$ cat config.mk
export PLATFORM = sky130hd
export DESIGN_NAME = fvec_top
export DESIGN_NICKNAME = d
export VERILOG_FILES = /design/src/inc/fvec_pkg.sv /design/src/design/fvec_vec_table.sv /design/src/design/fvec_event_gate.sv /design/src/design/fvec_top.sv
export SDC_FILE = /design/constraint.sdc
export NUM_CORES = 1
export LEC_CHECK = 0
export BUFFER_PORTS_ARGS = -buffer_cell sky130_fd_sc_hd__buf_2
export CAP_MARGIN = 40
export CORE_ASPECT_RATIO = 0.7
export CORE_UTILIZATION = 32
export CTS_BUF_LIST = sky130_fd_sc_hd__clkbuf_4 sky130_fd_sc_hd__clkbuf_8
export DETAILED_ROUTE_END_ITERATION = 16
export GPL_TIMING_DRIVEN = 0
export PLACE_DENSITY = 0.56
export SLEW_MARGIN = 10
export SYNTH_ARGS = -nofsm -noshare
export SYNTH_HDL_FRONTEND = slang
export SYNTH_SLANG_ARGS = --single-unit
export TNS_END_PERCENT = 30
$ cat constraint.sdc
create_clock -name aclk -period 13.55 [get_ports aclk]
set_input_delay 2.71 -clock aclk [delete_from_list [all_inputs] [get_ports aclk]]
set_output_delay 2.71 -clock aclk [all_outputs]
set_load 0.1 [all_outputs]
$ cat src/inc/fvec_pkg.sv
// constants shared by the feature configuration block
package fvec_pkg;

  // ----------------------------------------
  // register byte offsets
  // ----------------------------------------
  localparam logic [4:0] ADDR_CDW11 = 5'h00;
  localparam logic [4:0] ADDR_CMD = 5'h04;
  localparam logic [4:0] ADDR_STAT = 5'h08;
  localparam logic [4:0] ADDR_DW0 = 5'h0c;
  localparam logic [4:0] ADDR_ATOM = 5'h10;
  localparam logic [4:0] ADDR_AEN = 5'h14;

  // ----------------------------------------
  // feature identifiers
  // ----------------------------------------
  localparam logic [7:0] FID_VEC_CFG = 8'h09;
  localparam logic [7:0] FID_ATOMIC = 8'h0a;
  localparam logic [7:0] FID_ASYNC_EVT = 8'h0b;

  // ----------------------------------------
  // field positions
  // ----------------------------------------
  localparam int CMD_GO_BIT = 0;
  localparam int CMD_SET_BIT = 1;
  localparam int CMD_FID_LSB = 8;
  localparam int FID_W = 8;
  localparam int COAL_OFF_BIT = 16;
  localparam int VEC_IDX_W = 16;
  localparam int NAO_BIT = 0;
  localparam int AEN_CW_W = 8;
  localparam int AEN_NS_BIT = 8;
  localparam int AEN_FW_BIT = 9;
  localparam int AEN_W = 10;

  // ----------------------------------------
  // status codes and reset values
  // ----------------------------------------
  localparam logic [7:0] SC_SUCCESS = 8'h00;
  localparam logic [7:0] SC_INV_FIELD = 8'h02;
  localparam logic COAL_OFF_RST = 1'b0;
  localparam logic NAO_RST = 1'b0;
  localparam logic [AEN_W-1:0] AEN_RST = 10'h000;
  localparam logic [1:0] RESP_OKAY = 2'b00;
  localparam logic [1:0] RESP_SLVERR = 2'b10;

  // ----------------------------------------
  // timing
  // ----------------------------------------
  localparam int CLK_MHZ = 200;
  localparam int COAL_UNIT_US = 100;
  localparam int COAL_UNIT_CYCLES = COAL_UNIT_US * CLK_MHZ;

  typedef enum logic [0:0] {ST_IDLE, ST_EXEC} fvec_state_t;

endpackage : fvec_pkg

$ cat src/design/fvec_vec_table.sv
// per-vector coalescing disable store with validity lookup
`timescale 1ns/1ps
module fvec_vec_table #(
  parameter int NUM_VEC = 32,
  parameter int IW = 16
) (
  // clock and reset
  input wire logic aclk,
  input wire logic aresetn,
  input wire logic ce,
  // write port
  input wire logic wr_en,
  input wire logic [IW-1:0] wr_idx,
  input wire logic wr_off,
  // command lookup
  input wire logic [IW-1:0] rd_idx_a,
  input wire logic [NUM_VEC-1:0] cq_ok,
  output logic a_off,
  output logic a_valid,
  // interrupt lookup
  input wire logic [IW-1:0] rd_idx_b,
  output logic b_off
);
  import fvec_pkg::*;

  localparam int SW = (NUM_VEC > 1) ? $clog2(NUM_VEC) : 1;
  localparam logic [IW:0] LIMIT = (IW+1)'(NUM_VEC);

  logic [NUM_VEC-1:0] off_bits;

  wire in_a = {1'b0, rd_idx_a} < LIMIT;
  wire in_b = {1'b0, rd_idx_b} < LIMIT;
  wire in_w = {1'b0, wr_idx} < LIMIT;
  wire [SW-1:0] sel_a = rd_idx_a[SW-1:0];
  wire [SW-1:0] sel_b = rd_idx_b[SW-1:0];
  wire [SW-1:0] sel_w = wr_idx[SW-1:0];

  // out-of-range vectors read as coalesced and invalid
  assign a_off = in_a & off_bits[sel_a];
  assign a_valid = in_a & cq_ok[sel_a];
  assign b_off = in_b & off_bits[sel_b];

  always_ff @(posedge aclk) begin
    if (!aresetn) begin
      off_bits <= {NUM_VEC{COAL_OFF_RST}};
    end else if (ce && wr_en && in_w) begin
      off_bits[sel_w] <= wr_off;
    end
  end

endmodule : fvec_vec_table

$ cat src/design/fvec_event_gate.sv
// gates asynchronous event sources with the stored enables
`timescale 1ns/1ps
module fvec_event_gate #(
  parameter int CW = 8
) (
  // clock and reset
  input wire logic aclk,
  input wire logic aresetn,
  input wire logic ce,
  // enables
  input wire logic fw_en,
  input wire logic ns_en,
  input wire logic [CW-1:0] cw_en,
  // event sources
  input wire logic fw_evt,
  input wire logic ns_evt,
  input wire logic [CW-1:0] cw_level,
  // gated notices
  output logic fw_notice,
  output logic ns_notice,
  output logic [CW-1:0] cw_notice
);
  // a warning already high when its enable is set does not notify;
  // only a fresh rise does
  logic [CW-1:0] cw_prev;
  wire [CW-1:0] cw_rise = cw_level & ~cw_prev;

  always_ff @(posedge aclk) begin
    if (!aresetn) begin
      cw_prev <= '0;
      fw_notice <= 1'b0;
      ns_notice <= 1'b0;
      cw_notice <= '0;
    end else if (ce) begin
      cw_prev <= cw_level;
      fw_notice <= fw_evt & fw_en;
      ns_notice <= ns_evt & ns_en;
      cw_notice <= cw_rise & cw_en;
    end
  end

endmodule : fvec_event_gate

$ cat src/design/fvec_top.sv
// feature configuration command interpreter with axi4-lite access
//
// What this block does
// - feature 09h is per-vector interrupt configuration, taken from dword 11.
// - after reset every vector has coalescing enabled.
// - admin completion queue interrupts are never coalesced.
// - get 09h returns the named vector's disable bit and index in dword 0.
// - invalid vector or queue completes with invalid field in command.
// - bit 16 set means no coalescing delay for this vector.
// - bits 15:0 hold the vector index; bits 31:17 are reserved.
// - feature 0Ah is atomicity mode; bit 0 disables normal atomicity.
// - disable at one honours power-fail limits only; zero honours both.
// - get 0Ah returns the stored disable flag in dword 0.
// - feature 0Bh is async event enables; bits 31:10 reserved.
// - clearing an enable suppresses a persistent condition's reports.
// - get 0Bh returns all stored event enables in dword 0.
// - bit 9 gates firmware activation starting notices.
// - bit 8 gates namespace attribute changed notices.
// - bits 7:0 gate notices for each rising critical warning bit.
// - coalescing delay is time field times 100 us; zero means none.
//
// The AXI4-Lite slave port and the register offsets are this design's own decisions.
`timescale 1ns/1ps
module fvec_top #(
  parameter int NUM_VEC = 32,
  parameter int UNIT_CYCLES = fvec_pkg::COAL_UNIT_CYCLES
) (
  // clock, reset, enable
  input wire logic aclk,
  input wire logic aresetn,
  input wire logic ce,
  // axi4-lite write address
  input wire logic s_axi_awvalid,
  output logic s_axi_awready,
  input wire logic [4:0] s_axi_awaddr,
  // axi4-lite write data
  input wire logic s_axi_wvalid,
  output logic s_axi_wready,
  input wire logic [31:0] s_axi_wdata,
  input wire logic [3:0] s_axi_wstrb,
  // axi4-lite write response
  output logic s_axi_bvalid,
  input wire logic s_axi_bready,
  output logic [1:0] s_axi_bresp,
  // axi4-lite read address
  input wire logic s_axi_arvalid,
  output logic s_axi_arready,
  input wire logic [4:0] s_axi_araddr,
  // axi4-lite read data
  output logic s_axi_rvalid,
  input wire logic s_axi_rready,
  output logic [31:0] s_axi_rdata,
  output logic [1:0] s_axi_rresp,
  // queue manager view of vectors
  input wire logic [NUM_VEC-1:0] vec_cq_ok,
  // interrupt requests from completion logic
  input wire logic int_req,
  input wire logic [fvec_pkg::VEC_IDX_W-1:0] int_vec,
  input wire logic int_admin,
  input wire logic [7:0] agg_time,
  // interrupt decision
  output logic int_go,
  output logic [fvec_pkg::VEC_IDX_W-1:0] int_go_vec,
  output logic int_now,
  output logic [31:0] int_hold_cycles,
  // atomicity mode
  output logic normal_atomic_off,
  output logic honour_normal_atomic,
  // event sources
  input wire logic fw_act_evt,
  input wire logic ns_attr_evt,
  input wire logic [fvec_pkg::AEN_CW_W-1:0] crit_warn,
  // gated event notices
  output logic fw_act_notice,
  output logic ns_attr_notice,
  output logic [fvec_pkg::AEN_CW_W-1:0] crit_notice
);
  import fvec_pkg::*;

  localparam logic [31:0] UNIT_32 = 32'(UNIT_CYCLES);

  // ----------------------------------------
  // byte lane merge
  // ----------------------------------------
  function automatic logic [31:0] fvec_merge(
    input logic [31:0] old_v,
    input logic [31:0] new_v,
    input logic [3:0] strb
  );
    logic [31:0] res;
    res = old_v;
    for (int i = 0; i < 4; i++) begin
      if (strb[i]) begin
        res[8*i +: 8] = new_v[8*i +: 8];
      end
    end
    return res;
  endfunction : fvec_merge

  // ----------------------------------------
  // state
  // ----------------------------------------
  fvec_state_t state;
  logic [31:0] cdw11;
  logic cmd_set;
  logic [FID_W-1:0] cmd_fid;
  logic done;
  logic [7:0] sc;
  logic [31:0] dw0;
  logic [AEN_W-1:0] aen;
  logic [4:0] aw_addr_q;
  logic [31:0] w_data_q;
  logic [3:0] w_strb_q;

  // ----------------------------------------
  // write channel decode
  // ----------------------------------------
  wire aw_take = s_axi_awvalid & s_axi_awready;
  wire w_take = s_axi_wvalid & s_axi_wready;
  // write lands once address and data are both held and no answer waits
  wire wr_fire = ~s_axi_awready & ~s_axi_wready & ~s_axi_bvalid;
  wire b_take = s_axi_bvalid & s_axi_bready;
  wire [4:0] wa = {aw_addr_q[4:2], 2'b00};
  wire wa_cdw11 = (wa == ADDR_CDW11);
  wire wa_cmd = (wa == ADDR_CMD);
  wire wa_ro = (wa == ADDR_STAT) | (wa == ADDR_DW0) | (wa == ADDR_ATOM) | (wa == ADDR_AEN);
  wire wa_bad = ~(wa_cdw11 | wa_cmd | wa_ro);
  wire wr_cdw11 = wr_fire & wa_cdw11;
  wire wr_go = wr_fire & wa_cmd & w_strb_q[0] & w_data_q[CMD_GO_BIT];
  // a go while a command executes is dropped
  wire start = wr_go & (state == ST_IDLE);
  wire [31:0] cdw11_merged = fvec_merge(cdw11, w_data_q, w_strb_q);

  // ----------------------------------------
  // read channel decode
  // ----------------------------------------
  wire ar_take = s_axi_arvalid & s_axi_arready;
  wire r_take = s_axi_rvalid & s_axi_rready;
  wire [4:0] ra = {s_axi_araddr[4:2], 2'b00};
  wire ra_cdw11 = (ra == ADDR_CDW11);
  wire ra_cmd = (ra == ADDR_CMD);
  wire ra_stat = (ra == ADDR_STAT);
  wire ra_dw0 = (ra == ADDR_DW0);
  wire ra_atom = (ra == ADDR_ATOM);
  wire ra_aen = (ra == ADDR_AEN);
  wire ra_bad = ~(ra_cdw11 | ra_cmd | ra_stat | ra_dw0 | ra_atom | ra_aen);
  wire exec = (state == ST_EXEC);
  wire [31:0] cmd_view = {16'h0000, cmd_fid, 6'h00, cmd_set, exec};
  wire [31:0] stat_view = {16'h0000, sc, 6'h00, exec, done};
  wire [31:0] rd_data = ra_cdw11 ? cdw11 :
                        ra_cmd ? cmd_view :
                        ra_stat ? stat_view :
                        ra_dw0 ? dw0 :
                        ra_atom ? {31'h00000000, normal_atomic_off} :
                        ra_aen ? {22'h000000, aen} :
                        32'h00000000;

  // ----------------------------------------
  // command execution
  // ----------------------------------------
  wire is_vec = (cmd_fid == FID_VEC_CFG);
  wire is_atom = (cmd_fid == FID_ATOMIC);
  wire is_aen = (cmd_fid == FID_ASYNC_EVT);
  wire is_known = is_vec | is_atom | is_aen;
  // reserved bits above each field are simply not looked at
  wire [VEC_IDX_W-1:0] cfg_vec = cdw11[VEC_IDX_W-1:0];
  wire cfg_off = cdw11[COAL_OFF_BIT];
  wire vec_off;
  wire vec_valid;
  wire int_vec_off;
  wire vec_bad = is_vec & ~vec_valid;
  wire tbl_wr = exec & cmd_set & is_vec & vec_valid;
  wire nao_wr = exec & cmd_set & is_atom;
  wire aen_wr = exec & cmd_set & is_aen;
  wire [7:0] ex_sc = (vec_bad | ~is_known) ? SC_INV_FIELD : SC_SUCCESS;
  wire ex_off = cmd_set ? cfg_off : vec_off;
  wire ex_nao = cmd_set ? cdw11[NAO_BIT] : normal_atomic_off;
  wire [AEN_W-1:0] ex_aen = cmd_set ? cdw11[AEN_W-1:0] : aen;
  wire [31:0] ex_dw0 = (is_vec & vec_valid) ? {15'h0000, ex_off, cfg_vec} :
                       is_atom ? {31'h00000000, ex_nao} :
                       is_aen ? {22'h000000, ex_aen} :
                       32'h00000000;

  fvec_vec_table #(
    .NUM_VEC(NUM_VEC),
    .IW(VEC_IDX_W)
  ) u_table (
    .aclk(aclk),
    .aresetn(aresetn),
    .ce(ce),
    .wr_en(tbl_wr),
    .wr_idx(cfg_vec),
    .wr_off(cfg_off),
    .rd_idx_a(cfg_vec),
    .cq_ok(vec_cq_ok),
    .a_off(vec_off),
    .a_valid(vec_valid),
    .rd_idx_b(int_vec),
    .b_off(int_vec_off)
  );

  // ----------------------------------------
  // interrupt decision
  // ----------------------------------------
  // admin queue, a disabled vector or a zero time all fire at once
  wire dec_now = int_admin | int_vec_off | (agg_time == 8'h00);
  wire [31:0] dec_hold = dec_now ? 32'h00000000 : 32'(agg_time) * UNIT_32;

  // ----------------------------------------
  // axi write slave
  // ----------------------------------------
  always_ff @(posedge aclk) begin
    if (!aresetn) begin
      s_axi_awready <= 1'b1;
      s_axi_wready <= 1'b1;
      s_axi_bvalid <= 1'b0;
      s_axi_bresp <= RESP_OKAY;
      aw_addr_q <= 5'h00;
      w_data_q <= 32'h00000000;
      w_strb_q <= 4'h0;
    end else if (ce) begin
      if (aw_take) begin
        aw_addr_q <= s_axi_awaddr;
        s_axi_awready <= 1'b0;
      end
      if (w_take) begin
        w_data_q <= s_axi_wdata;
        w_strb_q <= s_axi_wstrb;
        s_axi_wready <= 1'b0;
      end
      if (wr_fire) begin
        s_axi_bvalid <= 1'b1;
        s_axi_bresp <= wa_bad ? RESP_SLVERR : RESP_OKAY;
      end else if (b_take) begin
        s_axi_bvalid <= 1'b0;
        s_axi_awready <= 1'b1;
        s_axi_wready <= 1'b1;
      end
    end
  end

  // ----------------------------------------
  // axi read slave
  // ----------------------------------------
  always_ff @(posedge aclk) begin
    if (!aresetn) begin
      s_axi_arready <= 1'b1;
      s_axi_rvalid <= 1'b0;
      s_axi_rdata <= 32'h00000000;
      s_axi_rresp <= RESP_OKAY;
    end else if (ce) begin
      if (ar_take) begin
        s_axi_arready <= 1'b0;
        s_axi_rvalid <= 1'b1;
        s_axi_rdata <= rd_data;
        s_axi_rresp <= ra_bad ? RESP_SLVERR : RESP_OKAY;
      end else if (r_take) begin
        s_axi_rvalid <= 1'b0;
        s_axi_arready <= 1'b1;
      end
    end
  end

  // ----------------------------------------
  // command registers
  // ----------------------------------------
  always_ff @(posedge aclk) begin
    if (!aresetn) begin
      cdw11 <= 32'h00000000;
    end else if (ce && wr_cdw11) begin
      cdw11 <= cdw11_merged;
    end
  end

  always_ff @(posedge aclk) begin
    if (!aresetn) begin
      state <= ST_IDLE;
      cmd_set <= 1'b0;
      cmd_fid <= 8'h00;
      done <= 1'b0;
      sc <= SC_SUCCESS;
      dw0 <= 32'h00000000;
    end else if (ce) begin
      case (state)
        ST_IDLE: begin
          if (start) begin
            cmd_set <= w_data_q[CMD_SET_BIT];
            cmd_fid <= w_data_q[CMD_FID_LSB +: FID_W];
            done <= 1'b0;
            state <= ST_EXEC;
          end
        end
        ST_EXEC: begin
          sc <= ex_sc;
          dw0 <= ex_dw0;
          done <= 1'b1;
          state <= ST_IDLE;
        end
        default: begin
          state <= ST_IDLE;
        end
      endcase
    end
  end

  // ----------------------------------------
  // stored features
  // ----------------------------------------
  always_ff @(posedge aclk) begin
    if (!aresetn) begin
      normal_atomic_off <= NAO_RST;
      honour_normal_atomic <= ~NAO_RST;
      aen <= AEN_RST;
    end else if (ce) begin
      if (nao_wr) begin
        normal_atomic_off <= cdw11[NAO_BIT];
        honour_normal_atomic <= ~cdw11[NAO_BIT];
      end
      if (aen_wr) begin
        aen <= cdw11[AEN_W-1:0];
      end
    end
  end

  // ----------------------------------------
  // interrupt decision register
  // ----------------------------------------
  always_ff @(posedge aclk) begin
    if (!aresetn) begin
      int_go <= 1'b0;
      int_go_vec <= 16'h0000;
      int_now <= 1'b0;
      int_hold_cycles <= 32'h00000000;
    end else if (ce) begin
      int_go <= int_req;
      if (int_req) begin
        int_go_vec <= int_vec;
        int_now <= dec_now;
        int_hold_cycles <= dec_hold;
      end
    end
  end

  // ----------------------------------------
  // event gating
  // ----------------------------------------
  fvec_event_gate #(
    .CW(AEN_CW_W)
  ) u_events (
    .aclk(aclk),
    .aresetn(aresetn),
    .ce(ce),
    .fw_en(aen[AEN_FW_BIT]),
    .ns_en(aen[AEN_NS_BIT]),
    .cw_en(aen[AEN_CW_W-1:0]),
    .fw_evt(fw_act_evt),
    .ns_evt(ns_attr_evt),
    .cw_level(crit_warn),
    .fw_notice(fw_act_notice),
    .ns_notice(ns_attr_notice),
    .cw_notice(crit_notice)
  );

endmodule : fvec_top

-- Word level (Yosys, flattened, before mapping)
Index checks and enable logic that the tools add are counted.
- register bits after elaboration: 277
- output and inout port bits: 103
- bits of input ports: 122
- bitwise gates (word level): 49
- reductions and logical operators: 25
- muxes and demuxes: 41
- $lt $le $gt $ge: 5
- equal/unequal tests: 14
- multiply operators: 1
- operators by type and width (operator ; number):
    $mux 32 ; 4
    $mux 10 ; 5
    $bwmux 32 ; 1
    $lt 16x6->1 const B ; 2
    $reduce_and 2->1 ; 15
    $and 1x1->1 ; 24
    $eq 8x4->1 const B ; 3
    $mux 23 ; 1
    $mux 1 ; 20
    $mul 8x10->18 const B ; 1
    $mux 17 ; 1
    $and 8x8->8 ; 2
    $bmux 1 s5 ; 3
    $or 1x1->1 ; 15
    $eq 3x2->1 const B ; 4
    $eq 3x3->1 const B ; 4
    $lt 5x6->1 const B ; 2
    $logic_not 5->1 ; 2
    $logic_not 8->1 ; 1
    $not 8->8 ; 1
    $not 1->1 ; 7
    $eq 3x1->1 const B ; 2
    $mux 2 ; 3
    $demux 1 s5 ; 1
    other kinds (6) ; 11

-- Logic depth before layout (Yosys ltp)
- word-level depth: 9
- depth in mapped cells: 15

-- By module
A second synthesis with hierarchy kept.
- cells, all modules: 1298
- area, all modules: 11937.7 um^2
- by module, submodules not included (module ; cells an instance ; area each (um^2) ; times used ; seq. area each (um^2)):
    fvec_top ; 999 ; 8842.2 ; 1 ; 3743.6
    fvec_vec_table ; 231 ; 2348.5 ; 1 ; 640.6
    fvec_event_gate ; 68 ; 747.0 ; 1 ; 360.3

-- Worst setup path before layout
Ideal clock, no wire load.
- path type: input port to flip-flop
- start point: input agg_time[5]
- end point: register int_hold_cycles[20]
- path buffers: 0
- data arrival time: 6.015 ns
- library setup time: 0.126 ns
- stages: 13
- setup slack: 7.409 ns
- cells stage by stage: fa_1 -> fa_1 -> ha_1 -> inv_1 -> fa_1 -> inv_1 -> ha_1 -> or4_1 -> a211oi_1 -> o31ai_1 -> a21oi_1 -> xor2_1 -> o21ai_0
- cells in the longest elaborated chain, start to end: 3
- elaborated cells on any way between the ends: 4
- classes of those cells: mul: 1; mux: 1; bitwise: 1; reduce/logical: 1
- ends and longest elaborated chain (element ; line ; RTL):
    start, declared ; fvec_top.sv:60 ; input wire logic [7:0] agg_time,
    parallel branches: the longest is 2 deep, another holds $mul 8x10->18 ; - ;
    $mux 23 (*) ; fvec_top.sv:207 ; wire [31:0] dec_hold = dec_now ? 32'h00000000 : 32'(agg_time) * UNIT_32;
    end signal, assigned ; fvec_top.sv:339 ; int_hold_cycles <= dec_hold;
    end, declared ; fvec_top.sv:65 ; output logic [31:0] int_hold_cycles,
Mark *: on every way between the ends.
A chain may end at the register's enable or synchronous reset.

-- Worst setup path in the final report
Same ends and word-level chain as after synthesis.

==> key figures <==
Synthesis
  – Async set-or-reset flop fraction in the synthesized netlist: 0%
  – Number of warnings reported in the yosys synthesis log: 0
  – Proportion of netlist area held by the largest area contributor: 40.8%
  – Most repeated cell in the gate-level netlist after synthesis: dfxtp_1
  – Share of the synthesized netlist area taken by xor and xnor gates: 0.678%
  – Post-synthesis instance area: 11600 um^2
  – Fraction of the mapped netlist area in simple logic gates: 17.5%
  – Commonest register cell after synthesis: dfxtp_1
  – Most area-hungry cell type in the Yosys netlist: dfxtp_1
  – Main combinational cell family by area after synthesis: compound AO/OA/AOI/OAI gates
  – Count of distinct cell types in the synthesized netlist: 60
  – Count of flip-flops with a built-in enable after synthesis: 0
  – Adder and majority cell fraction of the synthesized area: 6.59%
  – Register area share after synthesis: 40.8%
  – Biggest area contributors in the synthesized netlist: dfxtp_1, a21boi_0, nand2_1
  – Yosys reg bits: 237
  – Post-synthesis cell count: 1250
  – Synthesized-area fraction occupied by ao, oa, aoi and oai cells: 19.5%
  – Multiplexer area fraction after synthesis: 9.31%
  – Post-Synthesis Mean Instance Area: 9.30 um^2
  – Leading cell types by count after synthesis: dfxtp_1, nand2_1, a21boi_0

Layout
  – Share of layout cells above drive strength 1: 21.9%
  – Final nets: 1685
  – Count of placed standard cells in the final layout, fillers left out: 2005
  – Filler Cell Count: 3568
  – Area delta synth->final: 21.3%
  – Finished Core Util: 40.0%

Global routing
  – Remaining global-route overflow: 0
  – Combined global-route utilization of all metal layers: 20.2%
  – Number of global-route vias before repair: 9950
  – First-pass GRT wire length: 58100 um
  – Pin count of the biggest net entering global routing: 11
  – Number of antenna violations at the first check in global routing: 0

Floorplanning
  – Die Span X: 230 um
  – Initial standard-cell utilization of the core: 33.0%
  – Height of the die: 161 um
  – IO Pins: 225
  – Area of the core: 35200 um^2
  – Die Footprint: 37100 um^2
  – Count of standard-cell rows: 57

Setup path
  – Highest fanout seen on the critical path: 6
  – Arrival time at the worst endpoint: 6.59 ns
  – Critical Path Start Type: input pin
  – Beginning of the critical path: agg_time[5]
  – Beginning of the worst register-to-register path: cdw11[0]
  – Required @ worst endpoint: 13.99 ns
  – Type of element capturing the critical path: flip-flop
  – Worst Path Class, Setup: input pin to flip-flop

CTS
  – Clock-pin transition on the worst setup and hold timing paths: 0.06 ns
  – Largest buffer count on any clock path: 3
  – Root buffer cell: clkbuf_8
  – Number of clock buffers inserted by TritonCTS: 41
  – Count of hold-fix buffers inserted at cts: 0
  – Resized Gates After CTS: 0
  – CTS tree: built
  – Clock sink count: 237
  – H-tree depth reported by CTS: 2
  – Skew-Pair Late Insertion Delay: 0.58 ns
  – Post-CTS setup buffer count: 0

Drt
  – Routed wire length on met3: 2800 um
  – ANT nets after route: 0
  – Detailed-routing wirelength on met1: 19700 um
  – Via count: 10400
  – DRT iter0 DRCs: 785
  – Total length of routed wires: 38100 um
  – Highest Signal Layer: met4
  – Post-detailed-route DRC marker count: 0
  – Number of vias per cell after detailed routing: 5.17
  – DR WL/cell: 19.0 um
  – Drt pass-1 iters: 5
  – Routed length on met2: 14800 um

Place
  – Count of placed standard cells including taps: 1938
  – RD Place Congestion: 0.915
  – Total of buffers placed on input and output ports: 200
  – DPL Wire Length: 28700 um

Status
  – Status: finished, final reports clean

Min path
  – Hold Crit Start: int_hold_cycles[17]
  – Worst hold path type: flip-flop to flip-flop

STA
  – Worst slack on hold paths: 0.457 ns
  – Max-slew violation count: 0
  – Setup TNS after final layout: 0 ns
  – Slew at the pin with the worst max-slew slack: 0.895 ns
  – Layout Skew: 0.0258 ns
  – Endpoints failing hold: 0
  – Number of setup violations in the final report: 0
  – Worst rel slew slack: 39.8%
  – Final clock period utilization by the worst path: 45.4%
  – Final critical path time including I/O delays and setup: 6.15 ns
  – Peak Freq: 163 MHz
  – Setup repair after global routing missed its margin: false

Run
  – Number of maximum-capacitance violations: 0

Pwr
  – Static leakage: 5.63 nW
  – Peak supply drop: 44.6 uV
  – Power Density: 121 nW/um^2
-- worst paths after layout --
check,cells past startpoint,slack (ns),endpoint
worst max-delay path,14,7.40,int_hold_cycles[20]
worst min-delay path,2,0.46,int_hold_cycles[17]
worst max register to register,8,10.57,u_table.off_bits[4]
worst min register to register,2,0.46,int_hold_cycles[17]
-- cell usage in the layout (no fill, tap or decap), types with 4 or more instances in the layout --
master    count
a22oi_1      27
a211oi_1      5
fa_1         12
nand2_1     191
inv_1        35
nor2b_1      55
a21boi_0    103
a22o_1        9
xnor2_1       4
nand2b_1     17
nand3b_1      5
buf_4        20
o41ai_1      32
dfxtp_1     237
o21ai_0      38
clkbuf_8     49
and3_1       11
conb_1       16
a21oi_1      32
o21a_1        5
a21o_1        4
nand3_1      49
and2_1       17
nor2_1       30
xor2_1        5
mux4_2       27
nor4_1        7
nor3_1        9
mux2i_1      44
ha_1         42
a31oi_1       5
clkbuf_1     76
o311ai_0     31
nand4b_1      8
buf_2       214
clkbuf_4     12
-- final cells by class --
type	instances	area (um^2)	area share, %
multi-input cells	879	6280	44.6
flip-flops and latches	237	4740	33.7
repair buffers	201	1010	7.15
clock buffers	61	764	5.42
well taps	472	591	4.19
plain buffers	114	519	3.68
inverters	35	131	0.932
clock inverters	4	50.0	0.355
diodes	2	5.00	0.0355
-- metrics by stage --
step                area (um^2)  worst slack (ns)  power, W
global placement          13300              6.87   0.00104
global route              14100              7.21   0.00178
CTS                       14100              7.45   0.00172
detailed placement        13300              6.85   0.00104
finish                    14100              7.40   0.00171
floorplan                 11700              7.41  0.000965
-- cell families (layout without fill, tap and decap cells) --
family | after synthesis | count (layout)
other | 1 | 18
AO/OA/AOI/OAI | 311 | 311
buffers and inverters | 149 | 415
multiplexers | 74 | 74
AND/OR/NAND/NOR | 415 | 415
flip-flops | 237 | 237
adder cells (fa/ha/maj) | 54 | 54
XOR/XNOR | 9 | 9
-- sequential cells by signal, summed over array words and instances (netlist names), 3 cells and up --
name                count
aen                    10
aw_addr_q               3
cdw11                  32
cmd_fid                 8
dw0                    17
int_go_vec             16
int_hold_cycles        18
s_axi_rdata            32
u_events.cw_notice      8
u_events.cw_prev        8
u_table.off_bits       32
w_data_q               32
w_strb_q                4
-- routing by layer --
layer  GRT usage, %  up-vias
li1               -     4979
met3           4.59       60
met5              0        -
met2           27.1      364
met1           31.1     4971
met4           6.53        0
-- power breakdown --
part           internal (W)  switching [W]  total (W)
Combinational      0.000100       0.000208   0.000308
Clock              0.000376       0.000300   0.000675
Sequential         0.000712     0.00000914   0.000722
-- critical path, cell delays in order --
cell and delay, ns:
buf_2 0.16, fa_1 0.57, fa_1 0.42, ha_1 0.29, inv_1 0.05, fa_1 0.52, inv_1 0.04, ha_1 0.24
or4_1 0.54, a211oi_1 0.41, o31ai_1 0.17, a21oi_1 0.23, xor2_1 0.15, o21ai_0 0.09
No activity file was read; power rests on OpenSTA's default activity.
